===== config.mk =====
export PLATFORM = sky130hd
export DESIGN_NAME = sixteen_bit_timer_with_osc
export DESIGN_NICKNAME = d
export VERILOG_FILES = /design/src/rtl/timer_pkg.sv /design/src/rtl/sixteen_bit_timer_with_osc.sv /design/src/rtl/pin_synchronizer.sv
export SDC_FILE = /design/constraint.sdc
export NUM_CORES = 1
export LEC_CHECK = 0
export ABC_CLOCK_PERIOD_IN_PS = 4500
export BUFFER_PORTS_ARGS = -buffer_cell sky130_fd_sc_hd__buf_4
export CORE_ASPECT_RATIO = 0.5
export CORE_MARGIN = 3
export CORE_UTILIZATION = 40
export DETAILED_ROUTE_END_ITERATION = 6
export SLEW_MARGIN = 20
export SYNTH_ARGS = -nofsm -noshare
export SYNTH_HDL_FRONTEND = slang
export SYNTH_SLANG_ARGS = --single-unit

===== constraint.sdc =====
create_clock -name pclk -period 4.5 [get_ports pclk]
set_clock_uncertainty 0.2 [all_clocks]
set_input_delay 1.35 -clock pclk [delete_from_list [all_inputs] [get_ports pclk]]
set_output_delay 1.35 -clock pclk [all_outputs]
set_load 0.02 [all_outputs]

===== src/rtl/timer_pkg.sv =====
// constants for the sixteen-bit timer with its low-power oscillator
// assumes an apb master on pclk and a 40 MHz system clock
// Function
// - counter advances only while run_enable (control bit 0) is set
// - 16-bit count seen as read/write high and low byte registers
// - wrap from ffff to 0000 raises the overflow condition
// - clock_source_select clear counts each instruction cycle, pclk divided by four
// - clock_source_select set counts rising edges of pin or crystal oscillator
// - prescale_select bits 5:4 divide input by 1, 2, 4 or 8
// - sync_bypass 0 synchronizes the external clock, 1 counts it asynchronously
// - sync_bypass ignored when the internal clock is selected
// - osc_enable bit 3 runs the oscillator amplifier, off when clear
// - oscillator enabled forces both pins to inputs reading zero
// - read-only bit 6 shows the system clock comes from this oscillator
// - system_clock_select 01 enters secondary run from this oscillator
// - sleep with idle_on_sleep clear enters secondary idle
// - with clock monitor on, failed oscillator clears the status bit
// - oscillator keeps running through every power-managed mode
// - bit 7 selects buffered 16-bit access, else two 8-bit accesses
// - buffered mode: high address is a buffer, low read loads it
// - buffered mode: low write loads high byte from buffer together
// - only low byte writes clear the prescaler
// - overflow latches flag bit 0; irq only when enable bit 0 set
package timer_pkg;
    localparam logic [7:0] addr_count_low = 8'h00;
    localparam logic [7:0] addr_count_high = 8'h04;
    localparam logic [7:0] addr_timer_control = 8'h08;
    localparam logic [7:0] addr_oscillator_control = 8'h0c;
    localparam logic [7:0] addr_peripheral_flags = 8'h10;
    localparam logic [7:0] addr_peripheral_enables = 8'h14;

    localparam int bit_run_enable = 0;
    localparam int bit_clock_source_select = 1;
    localparam int bit_sync_bypass = 2;
    localparam int bit_osc_enable = 3;
    localparam int bit_prescale_lo = 4;
    localparam int bit_sysclk_from_timer_osc = 6;
    localparam int bit_buffered_wide_access = 7;
    localparam int bit_idle_on_sleep = 7;
    localparam int bit_overflow = 0;

    localparam logic [7:0] timer_control_reset = 8'h00;
    localparam logic [7:0] oscillator_control_reset = 8'h00;
    localparam logic [15:0] count_reset = 16'h0000;
    localparam logic [1:0] sysclk_select_timer_osc = 2'h1;

    localparam int clock_hz = 40000000;
    localparam int instr_cycle_hz = clock_hz / 4;
    localparam logic [1:0] instr_div_last = 2'((clock_hz / instr_cycle_hz) - 1);

    typedef enum logic [1:0] {
        primary_clock = 2'b00,
        secondary_run = 2'b01,
        secondary_idle = 2'b11
    } power_mode_type;
endpackage


===== src/rtl/sixteen_bit_timer_with_osc.sv =====
// sixteen-bit timer with prescaler, oscillator pins and power-mode status
// assumes an apb master on pclk; pins are outside the clock domain
`timescale 1ns/100ps
module sixteen_bit_timer_with_osc (
    // clock and reset
    input wire logic pclk,
    input wire logic presetn,
    // apb slave
    input wire logic psel,
    input wire logic penable,
    input wire logic pwrite,
    input wire logic [7:0] paddr,
    input wire logic [31:0] pwdata,
    output logic [31:0] prdata,
    output logic pready,
    output logic pslverr,
    // oscillator pins: bit 0 osc_in_pin, bit 1 osc_out_ext_clock_pin
    input wire logic [1:0] pin_in,
    output logic [1:0] pin_out,
    output logic [1:0] pin_oe,
    output logic osc_amp_enable,
    // port logic sharing the pins
    input wire logic [1:0] port_direction,
    input wire logic [1:0] port_data_out,
    output logic [1:0] port_data_in,
    // power management
    input wire logic sleep_exec,
    input wire logic wake,
    input wire logic clock_monitor_enable,
    input wire logic osc_failed,
    output logic secondary_run_active,
    output logic secondary_idle_active,
    // interrupt request
    output logic overflow_irq
);
    logic [1:0] pin_level;
    logic [7:0] timer_control;
    logic [7:0] oscillator_control;
    logic [15:0] count;
    logic [7:0] high_buffer;
    logic [2:0] prescale_count;
    logic [1:0] instr_div;
    logic ext_level_prev;
    logic sync_pending;
    logic overflow_flag;
    logic overflow_irq_enable;
    logic sysclk_status;
    timer_pkg::power_mode_type power_mode;

    logic [7:0] next_timer_control;
    logic [7:0] next_oscillator_control;
    logic [15:0] next_count;
    logic [7:0] next_high_buffer;
    logic [2:0] next_prescale_count;
    logic [1:0] next_instr_div;
    logic next_sync_pending;
    logic next_overflow_flag;
    logic next_overflow_irq_enable;
    logic next_sysclk_status;
    timer_pkg::power_mode_type next_power_mode;
    logic [31:0] next_prdata;
    logic next_pready;
    logic next_pslverr;
    logic [1:0] next_pin_oe;
    logic [1:0] next_port_data_in;

    logic instr_tick;
    logic ext_edge;
    logic source_tick;
    logic prescale_tick;
    logic count_inc;
    logic wrap;
    logic done;
    logic wr;
    logic rd;
    logic hit;
    logic [7:0] wbyte;

    function automatic logic [2:0] prescale_last(input logic [1:0] sel);
        prescale_last = 3'((4'h1 << sel) - 4'h1);
    endfunction

    pin_synchronizer #(
        .width(2)
    ) u_pin_sync (
        .pclk(pclk),
        .presetn(presetn),
        .pin_raw(pin_in),
        .level(pin_level)
    );

    // completed apb transfer
    always_comb
    begin
        done = psel & penable & pready;
        wr = done & pwrite;
        rd = done & ~pwrite;
        wbyte = pwdata[7:0];
        hit = (paddr == timer_pkg::addr_count_low)
            || (paddr == timer_pkg::addr_count_high)
            || (paddr == timer_pkg::addr_timer_control)
            || (paddr == timer_pkg::addr_oscillator_control)
            || (paddr == timer_pkg::addr_peripheral_flags)
            || (paddr == timer_pkg::addr_peripheral_enables);
    end

    // count sources and prescaler
    always_comb
    begin
        instr_tick = (instr_div == timer_pkg::instr_div_last);
        next_instr_div = instr_tick ? 2'h0 : instr_div + 2'h1;
        ext_edge = pin_level[1] & ~ext_level_prev;
        next_sync_pending = ext_edge | (sync_pending & ~instr_tick);
        if (!timer_control[timer_pkg::bit_clock_source_select])
        begin
            source_tick = instr_tick;
        end
        else if (timer_control[timer_pkg::bit_sync_bypass])
        begin
            source_tick = ext_edge;
        end
        else
        begin
            source_tick = sync_pending & instr_tick;
        end
        source_tick = source_tick & timer_control[timer_pkg::bit_run_enable];
        prescale_tick = source_tick && (prescale_count
            == prescale_last(timer_control[timer_pkg::bit_prescale_lo +: 2]));
        next_prescale_count = prescale_count;
        if (source_tick)
        begin
            next_prescale_count = prescale_tick ? 3'h0 : prescale_count + 3'h1;
        end
        if (wr && (paddr == timer_pkg::addr_count_low))
        begin
            next_prescale_count = 3'h0;
        end
        count_inc = prescale_tick;
        wrap = count_inc && (count == 16'hffff);
    end

    // registers, counter and flags
    always_comb
    begin
        next_timer_control = timer_control;
        next_oscillator_control = oscillator_control;
        next_high_buffer = high_buffer;
        next_overflow_irq_enable = overflow_irq_enable;
        next_count = count_inc ? count + 16'h0001 : count;
        next_overflow_flag = overflow_flag;
        if (wr && hit)
        begin
            unique case (paddr)
                timer_pkg::addr_count_low:
                begin
                    next_count[7:0] = wbyte;
                    if (timer_control[timer_pkg::bit_buffered_wide_access])
                    begin
                        next_count = {high_buffer, wbyte};
                    end
                end
                timer_pkg::addr_count_high:
                begin
                    if (timer_control[timer_pkg::bit_buffered_wide_access])
                    begin
                        next_high_buffer = wbyte;
                    end
                    else
                    begin
                        next_count[15:8] = wbyte;
                    end
                end
                timer_pkg::addr_timer_control:
                begin
                    next_timer_control = wbyte;
                    next_timer_control[timer_pkg::bit_sysclk_from_timer_osc] = 1'b0;
                end
                timer_pkg::addr_oscillator_control:
                begin
                    next_oscillator_control = wbyte;
                end
                timer_pkg::addr_peripheral_flags:
                begin
                    next_overflow_flag = wbyte[timer_pkg::bit_overflow];
                end
                timer_pkg::addr_peripheral_enables:
                begin
                    next_overflow_irq_enable = wbyte[timer_pkg::bit_overflow];
                end
            endcase
        end
        if (rd && (paddr == timer_pkg::addr_count_low)
            && timer_control[timer_pkg::bit_buffered_wide_access])
        begin
            next_high_buffer = count[15:8];
        end
        if (wrap)
        begin
            next_overflow_flag = 1'b1;
        end
    end

    // power modes and clock status
    always_comb
    begin
        next_power_mode = power_mode;
        unique case (power_mode)
            timer_pkg::primary_clock:
            begin
                if (oscillator_control[1:0] == timer_pkg::sysclk_select_timer_osc)
                begin
                    next_power_mode = timer_pkg::secondary_run;
                end
            end
            timer_pkg::secondary_run:
            begin
                if (oscillator_control[1:0] != timer_pkg::sysclk_select_timer_osc)
                begin
                    next_power_mode = timer_pkg::primary_clock;
                end
                else if (sleep_exec && !oscillator_control[timer_pkg::bit_idle_on_sleep])
                begin
                    next_power_mode = timer_pkg::secondary_idle;
                end
            end
            timer_pkg::secondary_idle:
            begin
                if (wake)
                begin
                    next_power_mode = timer_pkg::secondary_run;
                end
            end
            default:
            begin
                next_power_mode = timer_pkg::primary_clock;
            end
        endcase
        next_sysclk_status = (next_power_mode != timer_pkg::primary_clock)
            && timer_control[timer_pkg::bit_osc_enable]
            && !(clock_monitor_enable && osc_failed);
    end

    // pins and apb answer
    always_comb
    begin
        for (int i = 0; i < 2; i++)
        begin
            next_pin_oe[i] = ~timer_control[timer_pkg::bit_osc_enable]
                & ~port_direction[i];
            next_port_data_in[i] = ~timer_control[timer_pkg::bit_osc_enable]
                & pin_level[i];
        end
        next_pready = psel & penable & ~pready;
        next_pslverr = psel & penable & ~pready & ~hit;
        next_prdata = 32'h0000_0000;
        if (psel && penable && !pready && !pwrite)
        begin
            unique case (paddr)
                timer_pkg::addr_count_low:
                    next_prdata[7:0] = count[7:0];
                timer_pkg::addr_count_high:
                    next_prdata[7:0] = timer_control[timer_pkg::bit_buffered_wide_access]
                        ? high_buffer : count[15:8];
                timer_pkg::addr_timer_control:
                begin
                    next_prdata[7:0] = timer_control;
                    next_prdata[timer_pkg::bit_sysclk_from_timer_osc] = sysclk_status;
                end
                timer_pkg::addr_oscillator_control:
                    next_prdata[7:0] = oscillator_control;
                timer_pkg::addr_peripheral_flags:
                    next_prdata[timer_pkg::bit_overflow] = overflow_flag;
                timer_pkg::addr_peripheral_enables:
                    next_prdata[timer_pkg::bit_overflow] = overflow_irq_enable;
                default:
                    next_prdata = 32'h0000_0000;
            endcase
        end
    end

    always_ff @(posedge pclk or negedge presetn)
    begin
        if (!presetn)
        begin
            timer_control <= timer_pkg::timer_control_reset;
            oscillator_control <= timer_pkg::oscillator_control_reset;
            count <= timer_pkg::count_reset;
            high_buffer <= 8'h00;
            prescale_count <= 3'h0;
            instr_div <= 2'h0;
            ext_level_prev <= 1'b0;
            sync_pending <= 1'b0;
            overflow_flag <= 1'b0;
            overflow_irq_enable <= 1'b0;
            sysclk_status <= 1'b0;
            power_mode <= timer_pkg::primary_clock;
            prdata <= 32'h0000_0000;
            pready <= 1'b0;
            pslverr <= 1'b0;
            pin_out <= 2'h0;
            pin_oe <= 2'h0;
            port_data_in <= 2'h0;
            osc_amp_enable <= 1'b0;
            secondary_run_active <= 1'b0;
            secondary_idle_active <= 1'b0;
            overflow_irq <= 1'b0;
        end
        else
        begin
            timer_control <= next_timer_control;
            oscillator_control <= next_oscillator_control;
            count <= next_count;
            high_buffer <= next_high_buffer;
            prescale_count <= next_prescale_count;
            instr_div <= next_instr_div;
            ext_level_prev <= pin_level[1];
            sync_pending <= next_sync_pending;
            overflow_flag <= next_overflow_flag;
            overflow_irq_enable <= next_overflow_irq_enable;
            sysclk_status <= next_sysclk_status;
            power_mode <= next_power_mode;
            prdata <= next_prdata;
            pready <= next_pready;
            pslverr <= next_pslverr;
            pin_out <= port_data_out;
            pin_oe <= next_pin_oe;
            port_data_in <= next_port_data_in;
            osc_amp_enable <= next_timer_control[timer_pkg::bit_osc_enable];
            secondary_run_active <= (next_power_mode == timer_pkg::secondary_run);
            secondary_idle_active <= (next_power_mode == timer_pkg::secondary_idle);
            overflow_irq <= next_overflow_flag & next_overflow_irq_enable;
        end
    end
endmodule // sixteen_bit_timer_with_osc


===== src/rtl/pin_synchronizer.sv =====
// three-stage synchronizer for asynchronous pin levels
// assumes a free-running pclk; output changes once stages two and three agree
`timescale 1ns/100ps
module pin_synchronizer #(
    parameter int width = 2
) (
    // clock and reset
    input wire logic pclk,
    input wire logic presetn,
    // pins and filtered level
    input wire logic [width-1:0] pin_raw,
    output logic [width-1:0] level
);
    logic [width-1:0] stage1;
    logic [width-1:0] stage2;
    logic [width-1:0] stage3;
    logic [width-1:0] next_level;

    always_comb
    begin
        for (int i = 0; i < width; i++)
        begin
            next_level[i] = (stage2[i] == stage3[i]) ? stage3[i] : level[i];
        end
    end

    always_ff @(posedge pclk or negedge presetn)
    begin
        if (!presetn)
        begin
            stage1 <= '0;
            stage2 <= '0;
            stage3 <= '0;
            level <= '0;
        end
        else
        begin
            stage1 <= pin_raw;
            stage2 <= stage1;
            stage3 <= stage2;
            level <= next_level;
        end
    end
endmodule // pin_synchronizer


==> results.json <==
{
  "gp_congestion": 0.911,
  "cts_buffers": 9,
  "rows": 25,
  "nNetsFinal": 531,
  "drt_iter0_drc": 187,
  "design_area_mm2": 0.00486,
  "routed_wl_um": 10100,
  "layout-drive-gt1-share_pct": 19.2,
  "synth_area_mm2": 0.00415,
  "synth-xor-area-share_pct": 2.74,
  "dr.pass1.iters": 4,
  "wl_per_cell_um": 16.5,
  "post_cts_buffers": 0,
  "worst_pin_slew_ns": 0.806,
  "crit_path_cell_trace": "buf_4, or4_4, or3_1, nor4_4, buf_4, mux2i_1, a21oi_1",
  "required_ns": 4.49,
  "dieArea_mm2": 0.0117,
  "hold_buffers": 0,
  "drtAntennaViolNets": 0,
  "layout_min_cycle_time_ns": 3.50,
  "grt_usage_pct": 18.5,
  "cts_root_buf": "clkbuf_16",
  "yosys.area_share.adder_pct": 1.39,
  "synth_edf_count": 0,
  "clock-sinks": 78,
  "remaining_drc_errors": 0,
  "synthFlopType": "dfrtp_1",
  "max_freq_mhz": 285,
  "final-hold-violation-count": 0,
  "grt_max_degree": 79,
  "syn_inst": 429,
  "syn_avg_cell_area_um2": 9.68,
  "powerDensity_mw_per_mm2": 326,
  "antenna_found_initial": 0,
  "synth-simple-area-share_pct": 19.8,
  "critPathSlowestCell": "or4_4",
  "tritoncts": "built",
  "hold_path_class": "flop to flop",
  "htree_levels": 3,
  "path_buf_inv": 2,
  "dpl.hpwl_um": 7240,
  "grt_pass1_wl_um": 16700,
  "ys_seq_elements": 78,
  "setup_tns_ns": 0,
  "io_buffers": 50,
  "synth_compound_area_share_pct": 12.3,
  "crit_family": "simple AND/OR/NAND/NOR gates",
  "area_growth_pct": 17.0,
  "finalCritPeriodShare_pct": 77.8,
  "ys.warnings.count": 0,
  "die_w_um": 150,
  "slew_headroom_pct": 44.9,
  "postPlaceCellArea_mm2": 0.00455,
  "end_kind": "flop",
  "vias": 3277,
  "ir_worst_vdd_mv": 0.193,
  "start_util_pct": 42.6,
  "num_io_pins": 99,
  "cts-resized-gates": 0,
  "yosysUniqueCellTypes": 53,
  "worstPathArrival_ns": 3.49,
  "muxShareOfSynthArea_pct": 10.2,
  "via_per_inst": 5.35,
  "clk_pin_slew_ns": 0.06,
  "cap_violations": 0,
  "insertion_delay_ns": 0.34,
  "grt_remaining_overflow": 0,
  "finalSetupViolations": 0,
  "cpPeakStageDelay_ns": 0.53,
  "critPathMostFrequentCell": "buf_4",
  "cts_buffer_depth": 2,
  "die_y_um": 78.1,
  "p_leak_nw": 2.12,
  "n_antenna_cell": 0,
  "core_area_mm2": 0.00976,
  "crit_type": "input port to flop",
  "cp-start-kind": "input port",
  "synth_top_family_by_area": "simple AND/OR/NAND/NOR gates",
  "yosysSeqAreaShare_pct": 47.0,
  "synth-async-reset-ratio_pct": 100,
  "status": "complete, no violations",
  "path_max_fanout": 5,
  "rsz0062_at_grt": "false",
  "grt_pass1_vias": 3096,
  "drv_slew": 0
}
==> power breakdown <==
| part | internal [W] | switching, W |
|---|---|---|
| logic | 0.0000375 | 0.0000765 |
| clock network | 0.000437 | 0.000310 |
| registers | 0.000714 | 0.00000789 |
| total | 0.00119 | 0.000395 |
==> Yosys cell counts, drive strengths merged (2+ instances only) <==
cell | number | area (um^2)
o22ai | 4 | 25.0
inv | 5 | 18.8
a21o | 2 | 15.0
maj3 | 2 | 20.0
o21a | 2 | 15.0
nand2 | 31 | 116
a21oi | 28 | 140
xor2 | 6 | 52.6
nand4 | 10 | 62.6
and2 | 3 | 18.8
nor4b | 2 | 17.5
nor3b | 2 | 15.0
o21ai | 22 | 110
xnor2 | 7 | 61.3
ha | 3 | 37.5
o221ai | 2 | 17.5
and4 | 6 | 52.6
nor4 | 5 | 52.6
mux2i | 23 | 230
o31ai | 2 | 15.0
nor2 | 55 | 206
nor3 | 11 | 55.1
and3 | 7 | 43.8
nand3 | 9 | 45.0
dfrtp | 78 | 1950
or3 | 3 | 18.8
mux2 | 17 | 191
nand2b | 5 | 31.3
buf | 31 | 209
clkbuf | 12 | 45.0
or2 | 2 | 12.5
a211oi | 7 | 52.6
a22oi | 3 | 22.5
a221oi | 2 | 17.5
nor2b | 5 | 31.3
nand3b | 2 | 15.0
==> worst paths after layout <==
kind                                           start                     to  slack, ns  cells past startpoint
min in group asynchronous                    presetn           overflow_irq       0.83                      1
worst max-delay path                        paddr[1]         high_buffer[2]        1.0                      7
max in group asynchronous                    presetn  oscillator_control[5]       2.75                      1
worst max register to register     prescale_count[0]              count[10]       1.61                      6
worst min-delay path            u_pin_sync.stage1[0]   u_pin_sync.stage2[0]       0.15                      0
worst min register to register  u_pin_sync.stage1[0]   u_pin_sync.stage2[0]       0.15                      0
==> routing by layer <==
layer  track usage, %  up-vias  part of all wire (%)
li1                 -     1580                     -
met1             28.1     1569                    48
met2             26.6      118                    42
met3             4.44       10                   8.8
met4             4.29        0                   1.2
met5                0        -                     0
==> sequential cells by signal, indices dropped and copies added, names as in the netlist, 3 cells and up <==
| signal | flops |
|---|---|
| count | 16 |
| high_buffer | 8 |
| timer_control | 7 |
| prdata | 8 |
| oscillator_control | 8 |
| prescale_count | 3 |
==> final cells by class <==
type,count,area (um^2)
well taps,135,169
clock inverters,7,80.1
clock buffers,9,225
inverters,5,18.8
repair buffers,53,402
multi-input cells,326,2020
flip-flops and latches,78,1950
fillers,926,4900
==> placed cells by master, fill, tap and decap left out, types with 6 or more instances in the layout <==
cell type / instances
nand3_1: 9
mux2i_1: 23
dfrtp_1: 78
nand2_1: 31
nor3_1: 11
mux2_2: 17
buf_4: 52
nor2_1: 55
and3_1: 7
nand4_1: 10
o21ai_0: 22
clkbuf_16: 9
a211oi_1: 7
conb_1: 24
xnor2_1: 7
xor2_1: 6
and4_1: 6
a21oi_1: 28
==> worst register-to-register path, cell delays in order (launching register included) <==
cell,delay [ns]
dfrtp_1,0.44
or2_2,0.33
a2111oi_0,0.72
o22ai_1,0.44
o31a_1,0.36
a211oi_1,0.21
nor3_1,0.09
==> kinds of logic after synthesis <==
| kind of cell | count (synthesis) |
|---|---|
| buffers and inverters | 48 |
| flip-flops | 78 |
| other | 1 |
| multiplexers | 40 |
| adder cells (fa/ha/maj) | 5 |
| AND/OR/NAND/NOR | 161 |
| AO/OA/AOI/OAI | 83 |
| XOR/XNOR | 13 |
==> through the flow <==
step | util, % | hold WS (ns) | worst slack, ns | cells | total power [W]
floorplan | - | 0.131 | 0.943 | 452 | 0.000807
global placement | 46.7 | 0.133 | 0.661 | 597 | 0.000849
detailed placement | 46.7 | 0.137 | 0.646 | 597 | 0.000851
CTS | 49.8 | 0.149 | 0.994 | 613 | 0.00160
global route | 49.8 | 0.158 | 0.904 | 613 | 0.00165
finish | 49.8 | 0.148 | 0.997 | 613 | 0.00158
No activity file was read; power rests on OpenSTA's default activity.
